### src/logic/wdog_pkg.sv
// Constants, field layout and carrier types for the watchdog block
package wdog_pkg;

    // Bus layout
    localparam int ADDR_W = 8;
    localparam logic [ADDR_W-1:0] WDOG_COUNT_OFFSET = 8'hD8;
    localparam logic [1:0] RESP_OKAY = 2'h0;
    localparam logic [1:0] RESP_SLVERR = 2'h2;

    // Register fields: countdown bits stored reversed in the top six bits
    localparam int CNT_W = 7;
    localparam int FIELD_TOP = 7;
    localparam int FIELD_LOW = 2;
    localparam int SOFT_RESET_POS = 1;
    localparam int ACTIVATE_POS = 0;
    localparam logic [CNT_W-1:0] CNT_RESET = 7'h7F;

    // Timing
    localparam int DECREMENT_CYCLES = 3072;
    localparam int PRESC_W = 12;
    localparam int RESET_PULSE_NS = 500;
    localparam int CLK_PERIOD_NS = 25;
    localparam int RESET_PULSE_CYCLES = (RESET_PULSE_NS + CLK_PERIOD_NS - 1) / CLK_PERIOD_NS;
    localparam int PULSE_W = 5;

    typedef enum logic [1:0] {
        PWR_RUN = 2'b00,
        PWR_WAIT = 2'b01,
        PWR_STOP = 2'b10
    } power_type;

    typedef struct packed {
        logic awvalid;
        logic [ADDR_W-1:0] awaddr;
        logic wvalid;
        logic [31:0] wdata;
        logic [3:0] wstrb;
        logic bready;
        logic arvalid;
        logic [ADDR_W-1:0] araddr;
        logic rready;
    } axil_req_type;

    typedef struct packed {
        logic awready;
        logic wready;
        logic bvalid;
        logic [1:0] bresp;
        logic arready;
        logic rvalid;
        logic [31:0] rdata;
        logic [1:0] rresp;
    } axil_rsp_type;

    typedef struct packed {
        axil_rsp_type rsp;
        logic aw_held;
        logic aw_ok;
        logic w_held;
        logic [7:0] w_byte;
        logic w_lane;
        logic [CNT_W-1:0] cnt;
        logic active;
        logic [PRESC_W-1:0] presc;
        logic [PULSE_W-1:0] pulse;
        logic reset_out_n;
        power_type power;
        logic wait_mode;
        logic stop_mode;
    } wdog_state_type;

endpackage : wdog_pkg

### src/logic/watchdog_timer.sv
// Watchdog timer with soft reset, stop control and AXI4-Lite register access
//
// The address map and register access over AXI4-Lite were left to the implementer.
`timescale 1ns/1ps
`default_nettype none

// How it works
// - The 7-bit count (soft reset bit plus six bits) drops every 3072 clocks.
// - Timeout is set in 64 steps, one decrement interval each.
// - Hardware option keeps the watchdog active from reset, activate bit forced high.
// - Software option leaves reset with the watchdog inactive.
// - Writing one to activate enables it; only a device reset disables it.
// - Active watchdog with soft reset bit zero drives reset low about 500 ns.
// - A write clearing soft reset while active triggers reset at once.
// - At 8 MHz each decrement lasts 384 microseconds.
// - Inactive under software option, the counter runs as a bit-reversed timer.
// - Wait mode leaves the watchdog running unchanged.
// - With watchdog disabled a stop instruction enters stop mode.
// - Enabled watchdog without external stop control turns stop into wait.
// - With external stop control, stop is wait on low NMI, frozen stop on high.
// - Leaving stop on an interrupt lets the counter decrement again.
// - Register bits 7..2 hold count LSB..MSB, bit 1 soft reset, bit 0 activate.
// - With activate clear, soft reset bit is the timer MSB.
// - Reset value is FEh, activate high only under the hardware option.
module watchdog_timer #(
    parameter int DIV_CYCLES = wdog_pkg::DECREMENT_CYCLES
) (
    // Clock and reset
    input wire logic aclk,
    input wire logic aresetn,
    // Register bus
    input wire wdog_pkg::axil_req_type axil_req,
    output var wdog_pkg::axil_rsp_type axil_rsp,
    // Option straps and core signals
    input wire logic activation_option,
    input wire logic external_stop_control_option,
    input wire logic nmi_level,
    input wire logic stop_request,
    input wire logic wait_request,
    input wire logic wake_interrupt,
    // Device side outputs
    output logic reset_out_n,
    output logic wait_mode,
    output logic stop_mode
);
    import wdog_pkg::*;

    localparam int PULSE_LEN = RESET_PULSE_CYCLES;
    localparam logic [PRESC_W-1:0] PRESC_LAST = PRESC_W'(DIV_CYCLES - 1);
    localparam logic [PULSE_W-1:0] PULSE_LOAD = PULSE_W'(RESET_PULSE_CYCLES);
    localparam logic [PULSE_W-1:0] PULSE_ONE = PULSE_W'(1);
    // Pulse check: eight low cycles unrolled, the rest reached by one delay
    localparam int PULSE_TAIL = PULSE_LEN - 8;

    // Prescaler width is fixed by the state struct
    if (DIV_CYCLES < 2 || DIV_CYCLES > (1 << PRESC_W)) begin : g_bad_div
        $error("DIV_CYCLES out of range for the prescaler");
    end
    if (RESET_PULSE_CYCLES >= (1 << PULSE_W)) begin : g_bad_pulse
        $error("Reset pulse too long for its counter");
    end
    if (PULSE_LEN < 9) begin : g_short_pulse
        $error("Reset pulse too short for the length check");
    end

    ////////////////////////////////////////////////////////////////////////////
    // Field helpers

    function automatic logic [7:0] to_reg_byte(input logic [CNT_W-1:0] c, input logic act);
        logic [7:0] b;
        b = 8'h00;
        for (int i = 0; i <= FIELD_TOP - FIELD_LOW; i++) begin
            b[FIELD_TOP - i] = c[i];
        end
        b[SOFT_RESET_POS] = c[CNT_W-1];
        b[ACTIVATE_POS] = act;
        return b;
    endfunction : to_reg_byte

    function automatic logic [CNT_W-1:0] from_reg_byte(input logic [7:0] b);
        logic [CNT_W-1:0] c;
        c = '0;
        for (int i = 0; i <= FIELD_TOP - FIELD_LOW; i++) begin
            c[i] = b[FIELD_TOP - i];
        end
        c[CNT_W-1] = b[SOFT_RESET_POS];
        return c;
    endfunction : from_reg_byte

    ////////////////////////////////////////////////////////////////////////////
    // State

    wdog_state_type s_reg;
    wdog_state_type s_next;
    logic aw_fire;
    logic w_fire;
    logic wr_do;
    logic wr_load;
    logic tick;

    always_comb begin
        s_next = s_reg;
        aw_fire = axil_req.awvalid && s_reg.rsp.awready;
        w_fire = axil_req.wvalid && s_reg.rsp.wready;
        wr_do = 1'b0;
        wr_load = 1'b0;
        tick = (s_reg.presc == PRESC_LAST) && (s_reg.power != PWR_STOP);

        // Write channels taken in either order
        if (aw_fire) begin
            s_next.aw_held = 1'b1;
            s_next.aw_ok = (axil_req.awaddr == WDOG_COUNT_OFFSET);
        end
        if (w_fire) begin
            s_next.w_held = 1'b1;
            s_next.w_byte = axil_req.wdata[7:0];
            s_next.w_lane = axil_req.wstrb[0];
        end
        if (s_next.aw_held && s_next.w_held && !s_reg.rsp.bvalid) begin
            wr_do = 1'b1;
            wr_load = s_next.aw_ok && s_next.w_lane;
            s_next.aw_held = 1'b0;
            s_next.w_held = 1'b0;
            s_next.rsp.bvalid = 1'b1;
            s_next.rsp.bresp = s_next.aw_ok ? RESP_OKAY : RESP_SLVERR;
        end else if (s_reg.rsp.bvalid && axil_req.bready) begin
            s_next.rsp.bvalid = 1'b0;
        end
        s_next.rsp.awready = !s_next.aw_held && !s_next.rsp.bvalid;
        s_next.rsp.wready = !s_next.w_held && !s_next.rsp.bvalid;

        // Read channel; a read during a decrement sees the value before it
        if (axil_req.arvalid && s_reg.rsp.arready) begin
            s_next.rsp.rvalid = 1'b1;
            if (axil_req.araddr == WDOG_COUNT_OFFSET) begin
                s_next.rsp.rdata = {24'h000000, to_reg_byte(s_reg.cnt, s_reg.active)};
                s_next.rsp.rresp = RESP_OKAY;
            end else begin
                s_next.rsp.rdata = 32'h00000000;
                s_next.rsp.rresp = RESP_SLVERR;
            end
        end else if (s_reg.rsp.rvalid && axil_req.rready) begin
            s_next.rsp.rvalid = 1'b0;
        end
        s_next.rsp.arready = !s_next.rsp.rvalid;

        // Counter, activation and reset pulse
        if (s_reg.pulse != '0) begin
            // Device is in reset: watchdog returns to its reset contents at the end
            s_next.pulse = s_reg.pulse - PULSE_ONE;
            if (s_reg.pulse == PULSE_ONE) begin
                s_next.cnt = CNT_RESET;
                s_next.active = activation_option;
                s_next.presc = '0;
                s_next.power = PWR_RUN;
            end
        end else begin
            if (wr_load) begin
                s_next.cnt = from_reg_byte(s_next.w_byte);
                s_next.active = s_reg.active || s_next.w_byte[ACTIVATE_POS];
                s_next.presc = '0;
            end else if (tick) begin
                s_next.cnt = s_reg.cnt - 7'h01;
                s_next.presc = '0;
            end else if (s_reg.power != PWR_STOP) begin
                s_next.presc = s_reg.presc + 12'h001;
            end
            if (activation_option) begin
                s_next.active = 1'b1;
            end
            // Checked on the value about to be stored, so a write acts at once
            if (s_next.active && !s_next.cnt[CNT_W-1]) begin
                s_next.pulse = PULSE_LOAD;
            end
        end

        // Low power modes
        if (s_next.pulse == '0 && s_reg.pulse == '0) begin
            if (wake_interrupt) begin
                s_next.power = PWR_RUN;
            end else if (s_reg.power == PWR_RUN && stop_request) begin
                if (!s_next.active) begin
                    s_next.power = PWR_STOP;
                end else if (!external_stop_control_option) begin
                    s_next.power = PWR_WAIT;
                end else begin
                    s_next.power = nmi_level ? PWR_STOP : PWR_WAIT;
                end
            end else if (s_reg.power == PWR_RUN && wait_request) begin
                s_next.power = PWR_WAIT;
            end
        end
        s_next.reset_out_n = (s_next.pulse == '0);
        s_next.wait_mode = (s_next.power == PWR_WAIT);
        s_next.stop_mode = (s_next.power == PWR_STOP);
    end

    always_ff @(posedge aclk) begin
        if (!aresetn) begin
            s_reg <= '0;
            s_reg.rsp.awready <= 1'b1;
            s_reg.rsp.wready <= 1'b1;
            s_reg.rsp.arready <= 1'b1;
            s_reg.cnt <= CNT_RESET;
            s_reg.active <= activation_option;
            s_reg.reset_out_n <= 1'b1;
            s_reg.power <= PWR_RUN;
        end else begin
            s_reg <= s_next;
        end
    end

    assign axil_rsp = s_reg.rsp;
    assign reset_out_n = s_reg.reset_out_n;
    assign wait_mode = s_reg.wait_mode;
    assign stop_mode = s_reg.stop_mode;

    ////////////////////////////////////////////////////////////////////////////
    // Checks

    logic [7:0] chk_byte;
    assign chk_byte = s_next.w_byte;

    chk_decrement_interval: assert property (@(posedge aclk) disable iff (!aresetn)
        (tick && !wr_load && s_reg.pulse == '0 && !(s_reg.active && s_reg.cnt == 7'h40))
        |=> (s_reg.cnt == $past(s_reg.cnt) - 7'h01))
        else $error("Count did not drop on the interval tick");

    chk_prescaler_gap: assert property (@(posedge aclk) disable iff (!aresetn)
        (tick && !wr_load && s_reg.pulse == '0) |=> (s_reg.presc == '0))
        else $error("Prescaler did not restart after a decrement");

    chk_hw_forced: assert property (@(posedge aclk) disable iff (!aresetn)
        (activation_option && $past(activation_option) && s_reg.pulse == '0) |-> s_reg.active)
        else $error("Hardware option did not keep the watchdog active");

    chk_active_sticky: assert property (@(posedge aclk) disable iff (!aresetn)
        (s_reg.active && s_reg.pulse != PULSE_ONE) |=> s_reg.active)
        else $error("Activate bit dropped without a device reset");

    chk_expiry_reset: assert property (@(posedge aclk) disable iff (!aresetn)
        (s_reg.active && !s_reg.cnt[CNT_W-1]) |-> !reset_out_n)
        else $error("Expired watchdog without reset output");

    chk_pulse_length: assert property (@(posedge aclk) disable iff (!aresetn)
        $fell(reset_out_n) |-> (!reset_out_n) [*8] ##PULSE_TAIL (!reset_out_n) ##1 reset_out_n)
        else $error("Reset pulse length wrong");

    chk_pulse_reinit: assert property (@(posedge aclk) disable iff (!aresetn)
        $rose(reset_out_n) |-> (s_reg.cnt == CNT_RESET && s_reg.active == activation_option
                                && !wait_mode && !stop_mode))
        else $error("Watchdog not reinitialised after its reset pulse");

    chk_soft_reset: assert property (@(posedge aclk) disable iff (!aresetn)
        (wr_load && s_reg.pulse == '0 && !chk_byte[SOFT_RESET_POS]
         && (s_reg.active || chk_byte[ACTIVATE_POS])) |=> !reset_out_n)
        else $error("Soft reset write did not reset");

    chk_write_load: assert property (@(posedge aclk) disable iff (!aresetn)
        (wr_load && s_reg.pulse == '0) |=> (s_reg.cnt == from_reg_byte($past(chk_byte))))
        else $error("Write did not load the count");

    chk_stop_freeze: assert property (@(posedge aclk) disable iff (!aresetn)
        (s_reg.power == PWR_STOP && !wr_load && s_reg.pulse == '0)
        |=> (s_reg.cnt == $past(s_reg.cnt)))
        else $error("Count moved in stop mode");

    chk_stop_as_wait: assert property (@(posedge aclk) disable iff (!aresetn)
        (s_reg.power == PWR_RUN && stop_request && !wake_interrupt && s_reg.active
         && !external_stop_control_option && s_reg.pulse == '0 && reset_out_n
         && s_reg.cnt[CNT_W-1] && s_next.pulse == '0) |=> wait_mode)
        else $error("Stop was not turned into wait");

    chk_wake_resume: assert property (@(posedge aclk) disable iff (!aresetn)
        (stop_mode && wake_interrupt && s_reg.pulse == '0 && reset_out_n && s_next.pulse == '0)
        |=> !stop_mode)
        else $error("Interrupt did not leave stop mode");

    chk_reset_value: assert property (@(posedge aclk)
        !aresetn |=> (to_reg_byte(s_reg.cnt, 1'b0) == 8'hFE))
        else $error("Register reset value wrong");

    // Bit order checked field by field, not through the packing function
    chk_read_layout: assert property (@(posedge aclk) disable iff (!aresetn)
        (axil_req.arvalid && axil_rsp.arready && axil_req.araddr == WDOG_COUNT_OFFSET)
        |=> (axil_rsp.rdata[FIELD_TOP] == $past(s_reg.cnt[0])
             && axil_rsp.rdata[FIELD_LOW] == $past(s_reg.cnt[CNT_W-2])
             && axil_rsp.rdata[SOFT_RESET_POS] == $past(s_reg.cnt[CNT_W-1])
             && axil_rsp.rdata[ACTIVATE_POS] == $past(s_reg.active)
             && axil_rsp.rdata[31:8] == 24'h000000))
        else $error("Read data layout wrong");

    cov_expiry: cover property (@(posedge aclk) disable iff (!aresetn) $fell(reset_out_n));
    cov_write: cover property (@(posedge aclk) disable iff (!aresetn) wr_load);
    cov_stop: cover property (@(posedge aclk) disable iff (!aresetn) $rose(stop_mode));
    cov_timer_wrap: cover property (@(posedge aclk) disable iff (!aresetn)
        (!s_reg.active && tick && s_reg.cnt == 7'h00));

endmodule : watchdog_timer

`default_nettype wire

### config.mk
export PLATFORM = sky130hd
export DESIGN_NAME = watchdog_timer
export DESIGN_NICKNAME = d
export VERILOG_FILES = /design/src/logic/wdog_pkg.sv /design/src/logic/watchdog_timer.sv
export SDC_FILE = /design/constraint.sdc
export NUM_CORES = 1
export LEC_CHECK = 0
export BUFFER_PORTS_ARGS = -buffer_cell sky130_fd_sc_hd__clkbuf_2
export CORE_AREA = 2 2 78 80
export DETAILED_ROUTE_END_ITERATION = 12
export DIE_AREA = 0 0 80 82
export PLACE_DENSITY = 0.83
export SETUP_SLACK_MARGIN = 0.2
export SYNTH_ARGS = -nofsm -noshare
export SYNTH_HDL_FRONTEND = slang
export SYNTH_SLANG_ARGS = --single-unit
### constraint.sdc
create_clock -name aclk -period 5.2 [get_ports aclk]
set_clock_uncertainty 0.15 [all_clocks]
set_input_delay 1.3 -clock aclk [delete_from_list [all_inputs] [get_ports aclk]]
set_output_delay 1.3 -clock aclk [all_outputs]
set_load 0.01 [all_outputs]
==> run_results.csv, run 1 <==
group,metric,value,unit
min_path,min_to,"s_reg[30]",
route,vias_per_cell,5.25,
clocking,cts_root_buffer,"clkbuf_8",
worst_setup_path,cp-end-kind,"flop",
sta,final-setup-viol-count,0,
power,internal-power,0.000993,W
power,power_frac_seq,0.357,
sta,period_minus_slack,3.52,ns
min_path,hp-class,"reg2reg",
route,met3_length,371,um
finish,syn_to_final_growth,12.4,%
logic_synthesis,yosys.area.top_type,"dfxtp_1",
route,wl_met1,2730,um
placement,finalWeightedCongestion,0.866,
finish,nFillCells,524,
logic_synthesis,synth-edff-count,0,
floorplan,coreArea,0.00575,mm2
placement,dp_slack,1.38,ns
finish,final_cell_mix,"dfxtp_1, nor2_1, clkbuf_2",
worst_setup_path,r2r-end,"s_reg[20]",
floorplan,die_area,0.00656,mm2
logic_synthesis,synth_area,0.00295,mm2
worst_setup_path,cp_max_fo,13,
logic_synthesis,yosysWarnings,0,
route,drt_pre_antenna_iters,4,
logic_synthesis,syn_inst,352,
clocking,cts.clk_slew.worst_paths,0.07,ns
min_path,worstHoldStart,"s_reg[30]",
power,p_sw,0.000508,W
finish,antennaDiodeCount,0,
finish,largest_reg_flops,39,
route,wl_per_cell,13.2,um
finish,final_common_cell,"dfxtp_1",
global_routing,grt_usage,0.201,
logic_synthesis,synth-seq-cells,57,
logic_synthesis,synth-async-reset-ratio,0,
worst_setup_path,reg2reg_depth,6,
worst_setup_path,critPathKind,"in2reg",
logic_synthesis,ys_types,57,
sta,timing.final.hold_violations,0,
sta,tns,0,ns
power,p_clk_frac,0.338,
worst_setup_path,crit_slowest_cell,"a31oi_1",
clocking,clk_latency,0.34,ns
global_routing,grt_pass1_wl,10200,um
worst_setup_path,cpPeakStageDelay,0.53,ns
power,irDropWorstVdd,0.238,mV
min_path,min_path_cells,2,
clocking,cts_tree,"built",
finish,stdcell_area,0.00331,mm2
clocking,h-tree-depth,3,
logic_synthesis,yosys-top-cells-area,"dfxtp_1, buf_4, nor2_1",
sta,finalMaxSlewViolations,0,
logic_synthesis,yosysSeqAreaShare,0.387,
clocking,ctsResizeCount,0,
logic_synthesis,synth_top_area_share,0.387,
sta,max_freq,284,MHz
clocking,clockBufferDepth,2,
global_routing,gr-total-overflow,0,
sta,post-route-period-util,0.677,
clocking,holdBufCountCts,0,
worst_setup_path,r2r_slack,2.32,ns
worst_setup_path,critical_path_arrival,3.60,ns
sta,relSlewSlack,0.307,
floorplan,num_io_pins,109,
clocking,cts_buffers,9,
route,drc,0,
finish,drive_gt1_frac,0.214,
route,wl,6260,um
power,switching_share,0.339,
power,cellPowerDensity,453,mW/mm2
route,drtIter0Drc,169,
power,power_frac_comb,0.304,
sta,rsz0062_at_grt,"no",
floorplan,die_y,82,um
placement,io_buffers,55,
logic_synthesis,synth_area_per_cell,8.37,um2
global_routing,grt_pass1_vias,2332,
global_routing,grt_start_max_net_pins,30,
floorplan,die_x,80,um
power,p_leak,1.41,nW
clocking,post-cts-setup-buffer-count,0,
sta,fin_ws,1.68,ns
logic_synthesis,ys.flop_type,"dfxtp_1",
sta,worst_pin_slew,1.03,ns
flow_run,drv_cap,0,
route,dr.max_layer_used,"met4",
route,drtAntennaViolNets,0,
finish,final_net_count,462,
global_routing,antenna_found_initial,0,
worst_setup_path,critPathLaunchType,"input pin",
placement,place_hpwl,4530,um
clocking,cts.sinks,57,
worst_setup_path,timing.rr.start,"s_reg[5]",
route,met2_length,3030,um
placement,place_area,0.00307,mm2
outcome,run_status,"finished clean",
worst_setup_path,critical_path.cell_chain,"clkbuf_2, nand2_1, a31oi_1, or3_1, nand4_2, nand2_1, a2bb2oi_1, and3b_1",
floorplan,initial_utilization,0.513,
worst_setup_path,worstPathRequired,5.28,ns
route,vias,2484,
floorplan,num_rows,28,
worst_setup_path,timing.critical_path.mode_cell,"nand2_1",
[layout make-up]
cell class                      count  area, um2  area share
Clock buffer                       11        141      0.0427
Clock inverter                      5        103      0.0310
Inverter                            9       33.8      0.0102
Multi-Input combinational cell    260       1520       0.458
Sequential cell                    57       1140       0.344
Tap cell                           75       93.8      0.0283
Timing Repair Buffer               56        283      0.0853
[synthesized netlist by cell type (4+ instances only)]
master,n
ha_1,4
and2_1,5
dfxtp_1,57
a31oi_1,8
nand2_1,25
inv_1,9
nor3_1,9
clkbuf_1,7
buf_4,41
xor2_1,4
nor2_1,55
a21oi_1,22
xnor2_1,8
mux2i_1,7
a22oi_1,8
nand3_1,14
o21ai_0,9
[per-layer routing]
| layer | vias up | global-route usage |
|---|---|---|
| met5 | - | 0 |
| met4 | 0 | 0.0915 |
| met3 | 15 | 0.0462 |
| met2 | 79 | 0.341 |
| met1 | 1144 | 0.242 |
| li1 | 1246 | - |
[cells by family (layout without fill, tap and decap cells)]
group | after synthesis | count (layout) | share of synthesized area
simple gates | 139 | 139 | 0.236
flops | 57 | 57 | 0.387
compound gates | 71 | 71 | 0.166
fa+ha+maj | 4 | 4 | 0.0170
mux | 8 | 8 | 0.0276
other cells | 1 | 26 | 0.00127
buf+inv | 60 | 81 | 0.130
xor+xnor | 12 | 12 | 0.0357
[how the worst max path moves through the flow]
stage	start	to	slack [ns]	depth (start not counted)
finish	axil_req[47]	stop_mode	1.68	8
global route	axil_req[47]	stop_mode	1.49	8
CTS	axil_req[47]	stop_mode	1.70	8
detailed placement	axil_req[47]	stop_mode	1.38	8
global placement	axil_req[47]	stop_mode	1.46	8
floorplan	axil_req[47]	stop_mode	1.96	7
[power by group through the flow]
stage	clock network [W]	registers, W	logic, W
final	0.000508	0.000537	0.000457
after detailed placement	0	0.000544	0.000452
after global routing	0.000537	0.000542	0.000512
after global placement	0	0.000542	0.000443
after CTS	0.000515	0.000536	0.000456
after floorplan	0	0.000537	0.000371
[metrics by stage]
stage                     std cells  power, W  hold slack (ns)   util
final                           473   0.00150            0.316  0.577
after global routing            473   0.00159            0.342  0.577
after CTS                       473   0.00151            0.317  0.577
after global placement          457  0.000985            0.296  0.534
after detailed placement        457  0.000996            0.307  0.534
after floorplan                 377  0.000908            0.287      -
[worst max-delay path: cells and delay by family]
kind	cells	cell delay [ns]
buf+inv	1	0.11
compound gates	2	0.79
simple gates	5	1.40
Note: power is estimated with default switching activity, not from simulation.
==> inputs of run 2 (changes only) <==
--- a/config.mk
+++ b/config.mk
@@ -6,10 +6,10 @@
 export NUM_CORES = 1
 export LEC_CHECK = 0
 export BUFFER_PORTS_ARGS = -buffer_cell sky130_fd_sc_hd__clkbuf_2
-export CORE_AREA = 2 2 78 80
+export CORE_AREA = 2 2 81 83
 export DETAILED_ROUTE_END_ITERATION = 12
-export DIE_AREA = 0 0 80 82
-export PLACE_DENSITY = 0.83
+export DIE_AREA = 0 0 83 85
+export PLACE_DENSITY = 0.78
 export SETUP_SLACK_MARGIN = 0.2
 export SYNTH_ARGS = -nofsm -noshare
 export SYNTH_HDL_FRONTEND = slang
==> constraint.sdc (replaced) <==
create_clock -name aclk -period 3.3 [get_ports aclk]
set_clock_uncertainty 0.15 [all_clocks]
set_input_delay 0.825 -clock aclk [delete_from_list [all_inputs] [get_ports aclk]]
set_output_delay 0.825 -clock aclk [all_outputs]
set_load 0.01 [all_outputs]
==> run_results.csv, run 2 (same netlist as run 1, synthesis figures left out) <==
group,metric,value,unit
outcome,run_status,"finished clean",
power,cellPowerDensity,675,mW/mm2
worst_setup_path,cpPeakStageDelay,0.85,ns
sta,final-setup-viol-count,0,
route,vias,2498,
route,drc,0,
finish,instances_no_fill,480,
power,p_clk_frac,0.296,
finish,drive_gt1_frac,0.228,
finish,stdcell_area,0.00332,mm2
power,internal-power,0.00143,W
sta,tns,0,ns
power,p_leak,1.42,nW
worst_setup_path,critPathKind,"reg2reg",
power,irDropWorstVdd,0.285,mV
sta,max_freq,345,MHz
worst_setup_path,critPathTopFamily,"simple AND/OR/NAND/NOR gates",
global_routing,grt_pass1_vias,2323,
floorplan,die_x,83,um
clocking,cts.sinks,57,
clocking,clk_latency,0.34,ns
global_routing,grt_pass1_wl,10300,um
worst_setup_path,critical_path.cell_chain,"inv_1, ha_1, or4b_2, o31ai_4, nand2_1, a21oi_1",
sta,timing.final.hold_violations,0,
sta,finalMaxSlewViolations,0,
global_routing,antenna_found_initial,0,
finish,syn_to_final_growth,12.6,%
clocking,cts_tree,"built",
route,vias_per_cell,5.20,
sta,rsz0062_at_grt,"no",
finish,largest_reg_flops,39,
global_routing,grt_start_max_net_pins,29,
worst_setup_path,worstPathRequired,3.42,ns
finish,antennaDiodeCount,0,
finish,final_net_count,467,
sta,worst_pin_slew,0.616,ns
power,power_frac_seq,0.378,
clocking,cts.clk_slew.worst_paths,0.06,ns
route,drtAntennaViolNets,0,
flow_run,drv_cap,0,
route,wl_per_cell,12.9,um
worst_setup_path,cp-end-kind,"flop",
placement,place_area,0.00311,mm2
min_path,hp-class,"reg2reg",
floorplan,die_y,85,um
clocking,h-tree-depth,3,
worst_setup_path,worstPathBufferInverterCount,1,
global_routing,gr-total-overflow,0,
placement,dp.cells,464,
floorplan,die_area,0.00706,mm2
finish,final_common_cell,"dfxtp_1",
placement,io_buffers,55,
floorplan,num_rows,29,
floorplan,initial_utilization,0.475,
worst_setup_path,crit_slowest_cell,"or4b_2",
placement,place_hpwl,4630,um
floorplan,coreArea,0.00620,mm2
finish,nFillCells,578,
sta,post-route-period-util,0.877,
finish,final_cell_mix,"dfxtp_1, nor2_1, clkbuf_2",
clocking,holdBufCountCts,0,
worst_setup_path,critPathLaunchType,"flop",
placement,finalWeightedCongestion,0.847,
worst_setup_path,cp_max_fo,18,
route,drtIter0Drc,144,
clocking,cts_buffers,9,
route,wl,6190,um
worst_setup_path,critical_path_arrival,3.01,ns
route,drt_pre_antenna_iters,4,
floorplan,num_io_pins,109,
power,switching_share,0.360,
clocking,cts_root_buffer,"clkbuf_8",
global_routing,grt_usage,0.180,
sta,relSlewSlack,0.584,
power,power_frac_comb,0.326,
power,p_sw,0.000805,W
clocking,clockBufferDepth,2,
sta,period_minus_slack,2.90,ns
clocking,post-cts-setup-buffer-count,0,
-- run 2: changes by cell type in the layout (fill, tap and decap cells not counted), sizes merged --
cell / previous run / this run
buf: 1 / 6
clkinv: 1 / 4
clkinvlp: 1 / 0
bufinv: 3 / 1
-- run 2: routing by layer --
| metal | global-route usage | vias to the layer above | routed length (um) |
|---|---|---|---|
| li1 | - | 1253 | - |
| met1 | 0.222 | 1152 | 2740 |
| met2 | 0.293 | 80 | 2970 |
| met3 | 0.0496 | 13 | 364 |
| met4 | 0.0864 | 0 | 126 |
| met5 | 0 | - | 0 |
-- run 2: final timing paths --
| check | from | endpoint | slack, ns | cells after the start |
|---|---|---|---|---|
| max reg2reg | s_reg[5] | s_reg[20] | 0.40 | 6 |
| min reg2reg | s_reg[30] | s_reg[30] | 0.31 | 2 |
| min | s_reg[30] | s_reg[30] | 0.31 | 2 |
| max | s_reg[5] | s_reg[20] | 0.40 | 6 |
-- run 2: power by group through the flow --
| stage | Combinational [W] | Clock (W) | Sequential, W |
|---|---|---|---|
| detailed placement | 0.000721 | 0 | 0.000859 |
| CTS | 0.000725 | 0.000681 | 0.000846 |
| global route | 0.000812 | 0.000712 | 0.000860 |
| finish | 0.000730 | 0.000663 | 0.000846 |
| floorplan | 0.000584 | 0 | 0.000847 |
| global placement | 0.000696 | 0 | 0.000857 |
-- run 2: layout make-up --
type,count,area (um2),share of cell area
flip-flops and latches,57,1140,0.344
clock buffers,11,151,0.0456
inverters,9,33.8,0.0102
multi-input cells,260,1520,0.459
clock inverters,5,53.8,0.0162
well taps,77,96.3,0.0290
repair buffers,61,320,0.0965
-- run 2: timing repair --
item / CTS / global route
resized for setup: 0 / 1
setup endpoints to repair: 0 / 1
endpoints found under the hold margin: 0 / 0
-- run 2: worst register-to-register path: stages (launching register included) --
cell and delay [ns]:
dfxtp_1 0.37, inv_1 0.11, ha_1 0.24, or4b_2 0.85, o31ai_4 0.57, nand2_1 0.35, a21oi_1 0.20
-- run 2: metrics by stage --
step / worst slack (ns) / util / total power, W / hold WS (ns)
2_1_floorplan: 0.533 / - / 0.00143 / 0.287
3_3_place_gp: 0.265 / 0.501 / 0.00155 / 0.298
3_5_place_dp: 0.217 / 0.501 / 0.00158 / 0.301
4_1_cts: 0.384 / 0.534 / 0.00225 / 0.310
5_1_grt: 0.211 / 0.535 / 0.00238 / 0.346
6_report: 0.405 / 0.535 / 0.00224 / 0.307
==> inputs of run 3 (changes only) <==
--- a/config.mk
+++ b/config.mk
@@ -6,11 +6,12 @@
 export NUM_CORES = 1
 export LEC_CHECK = 0
 export BUFFER_PORTS_ARGS = -buffer_cell sky130_fd_sc_hd__clkbuf_2
-export CORE_AREA = 2 2 81 83
+export CORE_AREA = 2 2 89 91
 export DETAILED_ROUTE_END_ITERATION = 12
-export DIE_AREA = 0 0 83 85
-export PLACE_DENSITY = 0.78
+export DIE_AREA = 0 0 91 93
+export PLACE_DENSITY = 0.66
 export SETUP_SLACK_MARGIN = 0.2
+export SLEW_MARGIN = 20
 export SYNTH_ARGS = -nofsm -noshare
 export SYNTH_HDL_FRONTEND = slang
 export SYNTH_SLANG_ARGS = --single-unit
==> run_results.csv, run 3 (same netlist as run 1, synthesis figures left out) <==
group,metric,value,unit
sta,timing.final.hold_violations,0,
floorplan,die_area,0.00846,mm2
global_routing,grt_pass1_wl,10200,um
global_routing,antenna_found_initial,0,
placement,io_buffers,55,
placement,place_area,0.00315,mm2
route,drtAntennaViolNets,0,
clocking,clk_latency,0.34,ns
placement,finalWeightedCongestion,0.808,
finish,syn_to_final_growth,14.4,%
route,wl,6190,um
finish,final_common_cell,"dfxtp_1",
route,drc,0,
sta,tns,0,ns
sta,max_freq,349,MHz
floorplan,num_rows,32,
clocking,h-tree-depth,3,
sta,relSlewSlack,0.608,
sta,period_minus_slack,2.86,ns
global_routing,grt_start_max_net_pins,29,
worst_setup_path,cp-end-kind,"flop",
power,p_clk_frac,0.315,
clocking,cts.clk_slew.worst_paths,0.07,ns
power,power_frac_comb,0.317,
sta,post-route-period-util,0.868,
clocking,post-cts-setup-buffer-count,0,
route,vias,2468,
global_routing,grt_usage,0.150,
finish,final_cell_mix,"dfxtp_1, nor2_1, clkbuf_2",
finish,instances_no_fill,506,
finish,final_net_count,468,
worst_setup_path,critical_path_arrival,2.95,ns
power,p_leak,1.43,nW
worst_setup_path,r2r_slack,0.44,ns
flow_run,drv_cap,0,
outcome,run_status,"finished clean",
worst_setup_path,critPathKind,"reg2reg",
worst_setup_path,worstPathRequired,3.38,ns
floorplan,die_x,91,um
placement,place_hpwl,4560,um
finish,final_util,0.448,
sta,final-setup-viol-count,0,
power,irDropWorstVdd,0.319,mV
finish,nFillCells,770,
power,switching_share,0.351,
placement,dp.cells,490,
floorplan,initial_utilization,0.391,
worst_setup_path,cp_max_fo,18,
power,power_frac_seq,0.368,
finish,drive_gt1_frac,0.228,
route,drt_pre_antenna_iters,4,
power,cellPowerDensity,682,mW/mm2
finish,largest_reg_flops,39,
global_routing,gr-total-overflow,0,
sta,worst_pin_slew,0.585,ns
worst_setup_path,critPathLaunchType,"flop",
power,p_sw,0.000807,W
clocking,cts.sinks,57,
route,wl_per_cell,12.2,um
floorplan,die_y,93,um
clocking,cts_buffers,9,
power,internal-power,0.00149,W
route,vias_per_cell,4.88,
clocking,cts_tree,"built",
min_path,hp-class,"reg2reg",
sta,finalMaxSlewViolations,0,
finish,antennaDiodeCount,0,
sta,rsz0062_at_grt,"no",
power,design_power_total,0.00230,W
clocking,cts_root_buffer,"clkbuf_8",
global_routing,grt_pass1_vias,2248,
route,drtIter0Drc,110,
floorplan,num_io_pins,109,
floorplan,coreArea,0.00753,mm2
clocking,clockBufferDepth,2,
finish,stdcell_area,0.00337,mm2
==> run 3: final cells by class <==
class / instances / area (um2) / share of cell area
flip-flops and latches: 57 / 1140 / 0.338
inverters: 9 / 33.8 / 0.0100
clock inverters: 5 / 78.8 / 0.0234
multi-input cells: 260 / 1520 / 0.451
well taps: 102 / 128 / 0.0378
clock buffers: 11 / 141 / 0.0419
repair buffers: 62 / 328 / 0.0972
==> run 3: worst max-delay path, stage by stage (launching register included) <==
cell       delay, ns
dfxtp_1         0.38
inv_1           0.10
ha_1            0.23
or4b_2          0.86
a2111oi_2       0.42
nand3_1         0.13
a2bb2oi_1       0.27
and3b_1         0.21
==> run 3: per-stage QoR <==
step,hold WS (ns),setup slack [ns]
final,0.316,0.436
after detailed placement,0.308,0.166
after global routing,0.344,0.234
after global placement,0.300,0.234
after CTS,0.318,0.347
after floorplan,0.287,0.533
==> run 3: what timing repair did <==
item,CTS,global route
hold buffers,0,0
gates resized for setup,0,1
endpoints found under the setup margin,0,2
hold endpoints to repair,0,0
==> run 3: metal layers <==
layer	wire length, um	up-vias	track usage
met4	63	0	0.0530
met3	411	7	0.0548
met5	0	-	0
met2	2880	67	0.240
li1	-	1261	-
met1	2840	1133	0.188
==> run 3: final timing paths <==
check	start	end	cells past startpoint
min reg2reg	s_reg[30]	s_reg[30]	2
max	s_reg[5]	stop_mode	7
min	s_reg[30]	s_reg[30]	2
max reg2reg	s_reg[5]	stop_mode	7
==> run 3: power groups by stage <==
stage          logic, W  clock network [W]  registers, W
6_report       0.000729           0.000725      0.000847
5_1_grt        0.000817           0.000774      0.000860
2_1_floorplan  0.000584                  0      0.000847
4_1_cts        0.000735           0.000743      0.000847
3_3_place_gp   0.000714                  0      0.000859
3_5_place_dp   0.000732                  0      0.000860
